--- src/core/motor_protect_defines.svh ---
// offsets, field positions, reset values and timing counts of the supervisor
// assumes a 40 MHz clock and a 16-bit word-indexed register port
`ifndef MOTOR_PROTECT_DEFINES_SVH
`define MOTOR_PROTECT_DEFINES_SVH
`define CLK_HZ          40_000_000
`define TICK_MS         100
`define MINUTE_TICKS    600
`define CORNER_FREQ     16'h0BB8
`define OL_CHOICE       3'h1
`define REG_CFG         4'h0
`define REG_NM_LEVEL    4'h1
`define REG_NM_TIME     4'h2
`define REG_TH_1MIN     4'h3
`define REG_TH_CONT     4'h4
`define REG_WARN_LEVEL  4'h5
`define REG_WARN_TIME   4'h6
`define REG_TRIP_LEVEL  4'h7
`define REG_TRIP_TIME   4'h8
`define REG_STALL_LEVEL 4'h9
`define REG_RAMP_FREQ   4'hA
`define REG_BASE_FREQ   4'hB
`define REG_STATUS      4'hC
`define REG_COMMAND     4'hD
`define CMD_FAULT_RESET 0
`define RST_CFG         16'h0002
`define RST_NM_LEVEL    10'h005
`define RST_NM_TIME     10'h01E
`define RST_TH_1MIN     10'h096
`define RST_TH_CONT     10'h064
`define RST_WARN_LEVEL  10'h096
`define RST_WARN_TIME   10'h064
`define RST_TRIP_LEVEL  10'h0B4
`define RST_TRIP_TIME   10'h258
`define RST_STALL_LEVEL 10'h096
`define RST_RAMP_FREQ   16'h0000
`define RST_BASE_FREQ   16'h1770
`endif

--- src/core/motor_protect_pkg.sv ---
// types shared by the protection supervisor
// field layout of the configuration word, trip causes
package motor_protect_pkg;
  typedef struct packed {
    logic [3:0] spare;
    logic [2:0] aux_select;
    logic [2:0] stall_mode_bits;
    logic [2:0] phase_loss_protect_bits;
    logic       motor_cooling_type;
    logic       thermal_enable;
    logic       no_motor_select;
  } cfg_t;
  typedef enum logic [2:0] {
    CAUSE_NONE, CAUSE_NO_MOTOR, CAUSE_THERMAL, CAUSE_OVERLOAD,
    CAUSE_OUT_PHASE, CAUSE_IN_PHASE
  } trip_cause_t;
  typedef struct packed {
    logic       accel;
    logic       steady;
    logic       decel;
    logic       stop_cmd;
  } drive_phase_t;
endpackage

--- src/core/motor_drive_protection_supervisor.sv ---
// protection supervisor: current thresholds, timers, thermal model, stall
// assumes current and frequency come from logic on the same clock
//
// Chosen here: the address map and the plain strobed port.
`timescale 1ns/1ps
`include "motor_protect_defines.svh"
module motor_drive_protection_supervisor
  import motor_protect_pkg::*;
#(
  parameter int TICK_CYCLES = `CLK_HZ / 1000 * `TICK_MS
) (
  input  wire logic        clock,
  input  wire logic        rst,
  input  wire logic [3:0]  reg_addr,
  input  wire logic [15:0] reg_wdata,
  input  wire logic        reg_wr,
  input  wire logic        reg_rd,
  output logic      [15:0] reg_rdata,
  input  wire logic [9:0]  current_pct,
  input  wire logic [15:0] out_freq,
  input  wire drive_phase_t drive_phase,
  input  wire logic        running,
  input  wire logic        heatsink_hot,
  input  wire logic        out_phase_loss,
  input  wire logic        in_phase_loss,
  input  wire logic        exchange_active,
  input  wire logic [2:0]  ramp_select_pins,
  output logic             output_cutoff,
  output trip_cause_t      trip_cause,
  output logic             aux_contact_output,
  output logic             stall_lower_freq,
  output logic             decel_request,
  output logic [2:0]       ramp_index
);
  cfg_t        cfg_ff;
  logic [9:0]  no_motor_level_ff, no_motor_time_ff;
  logic [9:0]  thermal_one_minute_level_ff, thermal_continuous_level_ff;
  logic [9:0]  overload_warn_level_ff, overload_warn_time_ff;
  logic [9:0]  overload_trip_level_ff, overload_trip_time_ff;
  logic [9:0]  stall_level_ff;
  logic [15:0] ramp_change_frequency_ff, base_freq_ff;
  logic [15:0] rdata_ff;
  logic        fault_reset;
  logic [21:0] tick_cnt_ff;
  logic        tick_ff;
  logic [6:0]  sync1_ff, sync2_ff;
  logic        heat_s, out_loss_s, in_loss_s, exch_s;
  logic [2:0]  ramp_sel_s;
  logic [9:0]  nm_cnt_ff, warn_cnt_ff, warn_hold_ff, ol_cnt_ff;
  logic        alarm_ff;
  logic [29:0] eth_acc_ff, eth_limit;
  logic [9:0]  cont_eff;
  logic [9:0]  stall_eff;
  logic        stall_ff;
  logic        cutoff_ff;
  trip_cause_t cause_ff, nxt_cause;
  logic        aux_ff, decel_ff;
  logic [2:0]  ramp_idx_ff;
  logic        protect_on, stall_phase_on;

  // saturating tick timer: counts while cond holds, clears otherwise
  function automatic logic [9:0] tmr_next(input logic [9:0] cnt,
                                          input logic cond,
                                          input logic tick);
    if (!cond)
      return 10'h000;
    else if (tick && cnt != 10'h3FF)
      return cnt + 10'h001;
    else
      return cnt;
  endfunction

  function automatic logic [19:0] sq(input logic [9:0] v);
    return v * v;
  endfunction

  assign fault_reset = reg_wr && reg_addr == `REG_COMMAND
                       && reg_wdata[`CMD_FAULT_RESET];

  always_ff @(posedge clock) begin
    if (rst) begin
      cfg_ff                      <= `RST_CFG;
      no_motor_level_ff           <= `RST_NM_LEVEL;
      no_motor_time_ff            <= `RST_NM_TIME;
      thermal_one_minute_level_ff <= `RST_TH_1MIN;
      thermal_continuous_level_ff <= `RST_TH_CONT;
      overload_warn_level_ff      <= `RST_WARN_LEVEL;
      overload_warn_time_ff       <= `RST_WARN_TIME;
      overload_trip_level_ff      <= `RST_TRIP_LEVEL;
      overload_trip_time_ff       <= `RST_TRIP_TIME;
      stall_level_ff              <= `RST_STALL_LEVEL;
      ramp_change_frequency_ff    <= `RST_RAMP_FREQ;
      base_freq_ff                <= `RST_BASE_FREQ;
    end else if (reg_wr) begin
      unique case (reg_addr)
        `REG_CFG:         cfg_ff <= reg_wdata;
        `REG_NM_LEVEL:    no_motor_level_ff <= reg_wdata[9:0];
        `REG_NM_TIME:     no_motor_time_ff <= reg_wdata[9:0];
        `REG_TH_1MIN:     thermal_one_minute_level_ff <= reg_wdata[9:0];
        `REG_TH_CONT:     thermal_continuous_level_ff <= reg_wdata[9:0];
        `REG_WARN_LEVEL:  overload_warn_level_ff <= reg_wdata[9:0];
        `REG_WARN_TIME:   overload_warn_time_ff <= reg_wdata[9:0];
        `REG_TRIP_LEVEL:  overload_trip_level_ff <= reg_wdata[9:0];
        `REG_TRIP_TIME:   overload_trip_time_ff <= reg_wdata[9:0];
        `REG_STALL_LEVEL: stall_level_ff <= reg_wdata[9:0];
        `REG_RAMP_FREQ:   ramp_change_frequency_ff <= reg_wdata;
        `REG_BASE_FREQ:   base_freq_ff <= reg_wdata;
        default: ;
      endcase
    end
  end

  // read data stands only in the cycle after the strobe; unmapped reads 0
  always_ff @(posedge clock) begin
    if (rst || !reg_rd) begin
      rdata_ff <= 16'h0000;
    end else begin
      unique case (reg_addr)
        `REG_CFG:         rdata_ff <= cfg_ff;
        `REG_NM_LEVEL:    rdata_ff <= {6'h00, no_motor_level_ff};
        `REG_NM_TIME:     rdata_ff <= {6'h00, no_motor_time_ff};
        `REG_TH_1MIN:     rdata_ff <= {6'h00, thermal_one_minute_level_ff};
        `REG_TH_CONT:     rdata_ff <= {6'h00, thermal_continuous_level_ff};
        `REG_WARN_LEVEL:  rdata_ff <= {6'h00, overload_warn_level_ff};
        `REG_WARN_TIME:   rdata_ff <= {6'h00, overload_warn_time_ff};
        `REG_TRIP_LEVEL:  rdata_ff <= {6'h00, overload_trip_level_ff};
        `REG_TRIP_TIME:   rdata_ff <= {6'h00, overload_trip_time_ff};
        `REG_STALL_LEVEL: rdata_ff <= {6'h00, stall_level_ff};
        `REG_RAMP_FREQ:   rdata_ff <= ramp_change_frequency_ff;
        `REG_BASE_FREQ:   rdata_ff <= base_freq_ff;
        `REG_STATUS:      rdata_ff <= {6'h00, ramp_idx_ff, stall_ff,
                                       alarm_ff, cutoff_ff, 1'b0, cause_ff};
        default:          rdata_ff <= 16'h0000;
      endcase
    end
  end

  // 0.1 s time base shared by every protection timer
  always_ff @(posedge clock) begin
    if (rst || tick_cnt_ff == 22'(TICK_CYCLES - 1)) begin
      tick_cnt_ff <= 22'h00_0000;
    end else begin
      tick_cnt_ff <= tick_cnt_ff + 22'h00_0001;
    end
    tick_ff <= !rst && tick_cnt_ff == 22'(TICK_CYCLES - 1);
  end

  // pins from the power stage are asynchronous to the clock
  always_ff @(posedge clock) begin
    if (rst) begin
      sync1_ff <= 7'h00;
      sync2_ff <= 7'h00;
    end else begin
      sync1_ff <= {ramp_select_pins, exchange_active, in_phase_loss,
                   out_phase_loss, heatsink_hot};
      sync2_ff <= sync1_ff;
    end
  end
  assign {ramp_sel_s, exch_s, in_loss_s, out_loss_s, heat_s} = sync2_ff;

  always_ff @(posedge clock) begin
    if (rst) begin
      nm_cnt_ff <= 10'h000;
    end else begin
      nm_cnt_ff <= tmr_next(nm_cnt_ff, cfg_ff.no_motor_select && running
                            && current_pct < no_motor_level_ff, tick_ff);
    end
  end

  // overload timer only runs while the heatsink is hot
  always_ff @(posedge clock) begin
    if (rst) begin
      ol_cnt_ff <= 10'h000;
    end else begin
      ol_cnt_ff <= tmr_next(ol_cnt_ff, heat_s
                            && current_pct > overload_trip_level_ff,
                            tick_ff);
    end
  end

  // self-cooled derating: half level at standstill, full at the corner
  always_comb begin
    cont_eff = thermal_continuous_level_ff;
    if (!cfg_ff.motor_cooling_type && out_freq < `CORNER_FREQ) begin
      cont_eff = 10'((thermal_continuous_level_ff >> 1)
                 + (26'(thermal_continuous_level_ff) * out_freq)
                   / (2 * `CORNER_FREQ));
    end
  end
  // limit reached by a one-minute-level current after one minute;
  // assumes the continuous level sits below the one-minute level
  assign eth_limit = 30'(sq(thermal_one_minute_level_ff)
                     - sq(thermal_continuous_level_ff)) * 30'(`MINUTE_TICKS);

  always_ff @(posedge clock) begin
    if (rst) begin
      eth_acc_ff <= 30'h0000_0000;
    end else if (tick_ff) begin
      // heat integrates across load steps; cooling drains toward zero
      if (sq(current_pct) >= sq(cont_eff)) begin
        if (eth_acc_ff + 30'(sq(current_pct) - sq(cont_eff)) >= eth_limit)
          eth_acc_ff <= eth_limit;
        else
          eth_acc_ff <= eth_acc_ff + 30'(sq(current_pct) - sq(cont_eff));
      end else if (eth_acc_ff > 30'(sq(cont_eff) - sq(current_pct))) begin
        eth_acc_ff <= eth_acc_ff - 30'(sq(cont_eff) - sq(current_pct));
      end else begin
        eth_acc_ff <= 30'h0000_0000;
      end
    end
  end

  // alarm hold reloads while the current stays high
  always_ff @(posedge clock) begin
    if (rst) begin
      warn_cnt_ff  <= 10'h000;
      warn_hold_ff <= 10'h000;
      alarm_ff     <= 1'b0;
    end else begin
      warn_cnt_ff <= tmr_next(warn_cnt_ff,
                              current_pct >= overload_warn_level_ff, tick_ff);
      if (warn_cnt_ff >= overload_warn_time_ff
          && current_pct >= overload_warn_level_ff) begin
        alarm_ff     <= 1'b1;
        warn_hold_ff <= overload_warn_time_ff;
      end else if (alarm_ff && tick_ff) begin
        warn_hold_ff <= warn_hold_ff - 10'h001;
        alarm_ff     <= warn_hold_ff > 10'h001;
      end
    end
  end

  assign protect_on = !exch_s || cfg_ff.phase_loss_protect_bits[2];

  always_comb begin
    nxt_cause = CAUSE_NONE;
    if (nm_cnt_ff >= no_motor_time_ff && nm_cnt_ff != 10'h000)
      nxt_cause = CAUSE_NO_MOTOR;
    else if (cfg_ff.thermal_enable && eth_limit != 30'h0000_0000
             && eth_acc_ff >= eth_limit)
      nxt_cause = CAUSE_THERMAL;
    else if (ol_cnt_ff >= overload_trip_time_ff && ol_cnt_ff != 10'h000)
      nxt_cause = CAUSE_OVERLOAD;
    else if (out_loss_s && protect_on && cfg_ff.phase_loss_protect_bits[0])
      nxt_cause = CAUSE_OUT_PHASE;
    else if (in_loss_s && protect_on && cfg_ff.phase_loss_protect_bits[1])
      nxt_cause = CAUSE_IN_PHASE;
  end

  // a trip arriving with the reset wins and stays latched
  always_ff @(posedge clock) begin
    if (rst) begin
      cutoff_ff <= 1'b0;
      cause_ff  <= CAUSE_NONE;
    end else if (!cutoff_ff && nxt_cause != CAUSE_NONE) begin
      cutoff_ff <= 1'b1;
      cause_ff  <= nxt_cause;
    end else if (fault_reset) begin
      cutoff_ff <= nxt_cause != CAUSE_NONE;
      cause_ff  <= nxt_cause;
    end
  end

  assign stall_phase_on = (cfg_ff.stall_mode_bits[0] && drive_phase.accel)
                        || (cfg_ff.stall_mode_bits[1] && drive_phase.steady)
                        || (cfg_ff.stall_mode_bits[2] && drive_phase.decel);
  assign stall_eff = out_freq > base_freq_ff
                   ? stall_level_ff - (stall_level_ff >> 2)
                   : stall_level_ff;

  always_ff @(posedge clock) begin
    if (rst) begin
      stall_ff    <= 1'b0;
      decel_ff    <= 1'b0;
      aux_ff      <= 1'b0;
      ramp_idx_ff <= 3'h0;
    end else begin
      stall_ff <= running && stall_phase_on && current_pct > stall_eff;
      decel_ff <= stall_ff && drive_phase.stop_cmd;
      aux_ff   <= alarm_ff && cfg_ff.aux_select == `OL_CHOICE;
      if (ramp_sel_s != 3'h0)
        ramp_idx_ff <= ramp_sel_s;
      else
        ramp_idx_ff <= {2'h0, ramp_change_frequency_ff != 16'h0000
                        && out_freq >= ramp_change_frequency_ff};
    end
  end

  assign reg_rdata          = rdata_ff;
  assign output_cutoff      = cutoff_ff;
  assign trip_cause         = cause_ff;
  assign aux_contact_output = aux_ff;
  assign stall_lower_freq   = stall_ff;
  assign decel_request      = decel_ff;
  assign ramp_index         = ramp_idx_ff;
endmodule

--- config.mk ---
export PLATFORM = sky130hd
export DESIGN_NAME = motor_drive_protection_supervisor
export DESIGN_NICKNAME = d
export VERILOG_FILES = /design/src/core/motor_protect_pkg.sv /design/src/core/motor_drive_protection_supervisor.sv
export VERILOG_INCLUDE_DIRS = /design/src /design/src/core
export SDC_FILE = /design/constraint.sdc
export NUM_CORES = 2
export LEC_CHECK = 0
export BUFFER_PORTS_ARGS = -buffer_cell sky130_fd_sc_hd__buf_2
export CAP_MARGIN = 20
export CORE_MARGIN = 2
export CORE_UTILIZATION = 65
export DETAILED_ROUTE_END_ITERATION = 16
export GPL_TIMING_DRIVEN = 0
export PLACE_DENSITY = 0.82
export SYNTH_ARGS = -nofsm -noshare
export SYNTH_HDL_FRONTEND = slang
export SYNTH_SLANG_ARGS = --single-unit
--- constraint.sdc ---
create_clock -name clock -period 35.5 [get_ports clock]
set_input_delay 5.325 -clock clock [delete_from_list [all_inputs] [get_ports clock]]
set_output_delay 5.325 -clock clock [all_outputs]
set_load 0.03 [all_outputs]
== After elaboration in Yosys (flattened, before gate mapping) ==
Cells that the tools add are included.
Storage, ports and cells
  output and inout bits: 26
  input bits: 62
  flip-flop bits (word level): 272
  word-level logic and storage cells: 176
Cells by class
  mux-type cells: 20
  multiply operators: 6
  divide/modulo/power cells: 1
  order comparisons: 15
  bitwise operators: 4
  reductions and logical operators: 64
  add/subtract/negate cells: 12
  equal/unequal tests: 18
Operators with widths (number)
  $pmux 16 s13: 1
  $mux 30: 3
  $mul 10x10->20: 4
  $sub 20x20->21: 3
  $ge 30x30->1: 2
  $ge 10x10->1: 4
  $mux 10: 4
  $div 26x13->32 const B: 1
  $add 10x1->10 const B: 3
  $add 30x30->30: 1
  $gt 30x30->1: 1
  $mul 30x7->27 const B: 1
  $ne 10x10->1 const B: 3
  $reduce_bool 30->1: 1
  $sub 30x30->30: 1
  $logic_and 1x1->1: 29
  $mul 10x16->26: 1
  $eq 4x4->1 const B: 6
  $reduce_and 2->1: 12
  $add 22x1->22 const B: 1
  $eq 22x22->1 const B: 1
  $mux 3: 7
  $ge 20x20->1: 1
  $gt 10x10->1: 2
  other kinds (22): 47

== Longest topological paths before layout ==
  depth after elaboration: 12
  depth in mapped cells: 134
  depth with buffers taken out: 119

== Worst setup path before layout ==
Ideal clock, no wire load.
  path kind: input-to-reg
  from: input port out_freq[7]
  to: register eth_acc_ff[10]
  slack: 4.493 ns
  arrival time: 30.922 ns
  path buffers: 8
  library setup time: 0.086 ns
  required time: 35.414 ns
  cell stages on the path: 114
  cells stage by stage: clkbuf_1 > nand2_1 > fa_1 > inv_1 > fa_1 > fa_1 > fa_1 > inv_1 > fa_1 > inv_1 > ha_1 > buf_4 > nand4_1 > or2_0 > o32a_1 > mux2_4 > or2_4 > o41ai_4 > [78 not listed] > a21oi_1 > o21ai_0 > a21o_1 > a221o_1 > a21oi_1 > nor2b_1 > o21ai_0 > nand2b_1 > a21oi_1 > nor2b_1 > o21ai_0 > nand2b_1 > clkbuf_1 > buf_1 > mux2i_1 > nor2_1 > a21oi_1 > a211oi_1
On the way
  cells in the longest elaborated chain, start to end: 10
  elaborated cells on any way between the ends: 17
  those cells by class: add/sub: 5; mul: 2; div: 1; order compare: 4; mux: 4; reduce/logical: 1
RTL lines
  start, declared: line motor_drive_protection_supervisor.sv:20  | input wire logic [15:0] out_freq,
  $mul 10x16->26: line motor_drive_protection_supervisor.sv:186  | + (26'(thermal_continuous_level_ff) * out_freq)
  $div 26x13->32: line motor_drive_protection_supervisor.sv:186
  $add 9x10->10: line motor_drive_protection_supervisor.sv:185  | cont_eff = 10'((thermal_continuous_level_ff >> 1)
  $mux 10 (*): line motor_drive_protection_supervisor.sv:184  | if (!cfg_ff.motor_cooling_type && out_freq < `CORNER_FREQ) begin
  $mul 10x10->20 (*): line motor_drive_protection_supervisor.sv:74  | return v * v;
  $sub 20x20->21: line motor_drive_protection_supervisor.sv:201, motor_drive_protection_supervisor.sv:204
  $add 30x30->30: line motor_drive_protection_supervisor.sv:201, motor_drive_protection_supervisor.sv:204
  $ge 30x30->1: line motor_drive_protection_supervisor.sv:201  | if (eth_acc_ff + 30'(sq(current_pct) - sq(cont_eff)) >= eth_limit)
  $mux 30: line motor_drive_protection_supervisor.sv:201
  $mux 30 (*): line motor_drive_protection_supervisor.sv:200  | if (sq(current_pct) >= sq(cont_eff)) begin
  end signal, assigned: line motor_drive_protection_supervisor.sv:202  | eth_acc_ff <= eth_limit;
  end signal, assigned: line motor_drive_protection_supervisor.sv:204  | eth_acc_ff <= eth_acc_ff + 30'(sq(current_pct) - sq(cont_eff));
  end signal, assigned: line motor_drive_protection_supervisor.sv:206  | eth_acc_ff <= eth_acc_ff - 30'(sq(cont_eff) - sq(current_pct));
  end, declared: line motor_drive_protection_supervisor.sv:51  | logic [29:0] eth_acc_ff, eth_limit;
Every way passes the cells marked *; elsewhere a longest branch is shown, timed or not.
A chain may end at the register's enable or synchronous reset.

== Worst setup path in the final report ==
  from: input port out_freq[10]
  to: register eth_acc_ff[7]
The elaborated chain is that of the path after synthesis.

==> flow_metrics.env <==
export IMPL_start_util_pct=65.53
export IMPL_placed_area_mm2=0.04547
export IMPL_fin_nets=6640
export IMPL_final_design_area_no_fill_mm2=0.04686
export IMPL_worst_pin_slew_ns=1.123
export IMPL_die_width_um=264.0
export IMPL_row_count=95
export IMPL_synthCells=5487
export IMPL_wl_per_cell_um=19.23
export IMPL_cap_viol_max_count=0
export IMPL_num_vias=39901
export IMPL_syn_area_mm2=0.04393
export IMPL_r2r_slack_ns=4.80
export IMPL_hp_class="flop to flop"
export IMPL_setup_violations_final=0
export IMPL_die_area_mm2=0.06968
export IMPL_ys_seq_elements=272
export IMPL_ctsHoldBuffers=0
export IMPL_slew_headroom_pct=25.15
export IMPL_synth_compound_gate_area_share_pct=18.31
export IMPL_die_y_um=264.0
export IMPL_post_route_period_util_pct=94.95
export IMPL_gp_congestion=1.023
export IMPL_crit_slowest_cell="fa_1"
export IMPL_max_stage_delay_ns=0.60
export IMPL_grt_max_degree=16
export IMPL_clk_pin_slew_ns=0.07
export IMPL_ys_types=127
export IMPL_antenna_found_initial=1
export IMPL_timing_fmax_ghz=0.02967
export IMPL_synthSimpleGateAreaFrac_pct=17.61
export IMPL_seq_area_frac_synth_pct=12.39
export IMPL_initialDrtViolationCount=3412
export IMPL_critPathCaptureType="flop"
export IMPL_synthArstFlopShare_pct=0
export IMPL_gr_total_overflow=0
export IMPL_synth_common_cells="811 x inv_1, 630 x nand2_1, 600 x ha_1"
export IMPL_stdcell_count=6490
export IMPL_dpl_worst_slack_ns=-0.3655
export IMPL_synth_xor_area_share_pct=6.545
export IMPL_holdPathEnd="sync2_ff[4]"
export IMPL_cts_buffers=29
export IMPL_grt_pass1_wl_um=202700
export IMPL_clk_path_buf_depth=3
export IMPL_grt_pass1_vias=39376
export IMPL_core_mm2=0.06704
export IMPL_hold_start="sync1_ff[4]"
export IMPL_crit_required_ns=36.02
export IMPL_synth_top_area_share_pct=17.41
export IMPL_cts_tree="done"
export IMPL_area_growth_pct=6.659
export IMPL_period_minus_slack_ns=33.71
export IMPL_synth_area_leader_cell="fa_1"
export IMPL_clk_latency_ns=0.61
export IMPL_final_layout_size_suffix_gt1_share_pct=5.931
export IMPL_r2r_start="thermal_continuous_level_ff[2]"
export IMPL_port_buffers=82
export IMPL_cts_root_buffer="clkbuf_16"
export IMPL_yosysWarnings=0
export IMPL_nFillCells=5425
export IMPL_synth_mux_area_share_pct=1.521
export IMPL_synth_most_common_cell="inv_1"
export IMPL_track_usage_pct=35.63
export IMPL_avgSynthCellArea_um2=8.007
export IMPL_synth_area_leaders="fa_1 17%, ha_1 17%, dfxtp_1 12%"
export IMPL_routed_wl_um=124800
export IMPL_synth_fa_ha_area_share_pct=34.63
export IMPL_io_pins=88
export IMPL_worst_setup_path_start_kind="input port"
export IMPL_synth_nets=6531
export IMPL_arrival_ns=34.22
export IMPL_min_path_cells=1
export IMPL_timing_rr_end="eth_acc_ff[7]"
export IMPL_worst_setup_path_type="input port to flop"
export IMPL_dp_cells=6447
export IMPL_routed_via_density=6.148
export IMPL_crit_fanout=13
export IMPL_drtPass1Iterations=9
export IMPL_cts_sinks=272
export IMPL_slew_violations=0
export IMPL_setup_slack_ns=1.793
export IMPL_htreeDepth=1
export IMPL_synth_flop_cell="dfxtp_1"
export IMPL_drc=0
export IMPL_status="finished, final reports clean"
export IMPL_final_hold_viol_count=0
export IMPL_final_antenna_net_count=0
export IMPL_reg2regPathDepth=120
export IMPL_synth_top_family_by_area="adder cells"
export IMPL_hpwl_um=101200
export IMPL_skew_ns=0.03464
export IMPL_synth_edf_count=0
[per-layer routing]
metal  vias to the layer above  GRT usage (%)  share of wire (%)
met2                      1725          58.80                 46
li1                      18659              -                  -
met5                         -              0                  0
met4                         0          16.39                5.4
met1                     19126          46.32                 40
met3                       391          5.052                8.4
[sequential cells by signal, indices dropped and copies added, names as in the netlist, 16 cells and up]
name / count
eth_acc_ff: 30
reg_rdata: 16
ramp_change_frequency_ff: 16
base_freq_ff: 16
tick_cnt_ff: 22
cfg_ff: 16
[what timing repair did]
action | CTS | global route
setup buffers | 0 | 5
gates resized for setup | 0 | 96
setup endpoints to repair | 0 | 30
[layout by cell type, fill, tap and decap left out, types with 46 or more instances in the layout]
cell type  count
fa_1         382
inv_1        811
nor2_1       314
nand4_1       56
nand3_1       65
nor2b_1       73
a211oi_1      52
ha_1         600
nand2b_1      64
and2_1       156
xnor2_1      192
o21bai_1     103
nor3_1        68
a21oi_1      405
a21o_1        82
dfxtp_1      272
clkbuf_1     168
mux2i_1       46
buf_2        106
nand2_1      630
o21ai_0      139
xor2_1       118
[worst max-delay path by stage]
stage | slack (ns) | end | cells after the start | from
2_1_floorplan | 4.49 | eth_acc_ff[10] | 114 | out_freq[7]
3_3_place_gp | -0.23 | eth_acc_ff[23] | 116 | out_freq[9]
3_5_place_dp | -0.37 | eth_acc_ff[23] | 120 | out_freq[9]
4_1_cts | 0.05 | eth_acc_ff[23] | 120 | out_freq[9]
5_1_grt | -0.09 | eth_acc_ff[11] | 127 | out_freq[7]
6_report | 1.79 | eth_acc_ff[7] | 121 | out_freq[10]
[worst max-delay path: cells and delay by family]
family	cells	cell delay, ns
mux	2	0.37
simple gates	30	5.52
buf+inv	15	2.52
xor+xnor	8	1.72
fa+ha+maj	18	7.66
compound gates	48	11.03
[cell families (layout without fill, tap and decap cells)]
logic type | Yosys count | in the layout
XOR/XNOR | 321 | 321
other | 0 | 2
AND/OR/NAND/NOR | 1613 | 1613
flip-flops | 272 | 272
buffers and inverters | 1035 | 1163
multiplexers | 63 | 63
AO/OA/AOI/OAI | 1195 | 1195
adder cells (fa/ha/maj) | 988 | 988
[through the flow]
| stage | hold slack [ns] | util [%] | TNS, ns |
|---|---|---|---|
| after floorplan | 0.4138 | - | 0 |
| after global placement | 0.4170 | 67.77 | -3.647 |
| after detailed placement | 0.4256 | 67.83 | -7.912 |
| after CTS | 0.4385 | 69.26 | 0 |
| after global routing | 0.4557 | 69.89 | -0.8629 |
| final | 0.4358 | 69.90 | 0 |
[area by class of cell]
class	count	area [um2]	area share, %
clock buffers	40	817.0	1.744
clock inverters	10	138.9	0.2964
plain buffers	206	852.1	1.818
flip-flops and latches	272	5445	11.62
well taps	873	1092	2.331
repair buffers	93	489.2	1.044
inverters	814	3055	6.521
multi-input cells	4180	34960	74.61
diodes	2	5.005	0.01068
Power is not shown: default switching activity piles up to over one toggle a cycle in this logic, so the estimate is an artifact.
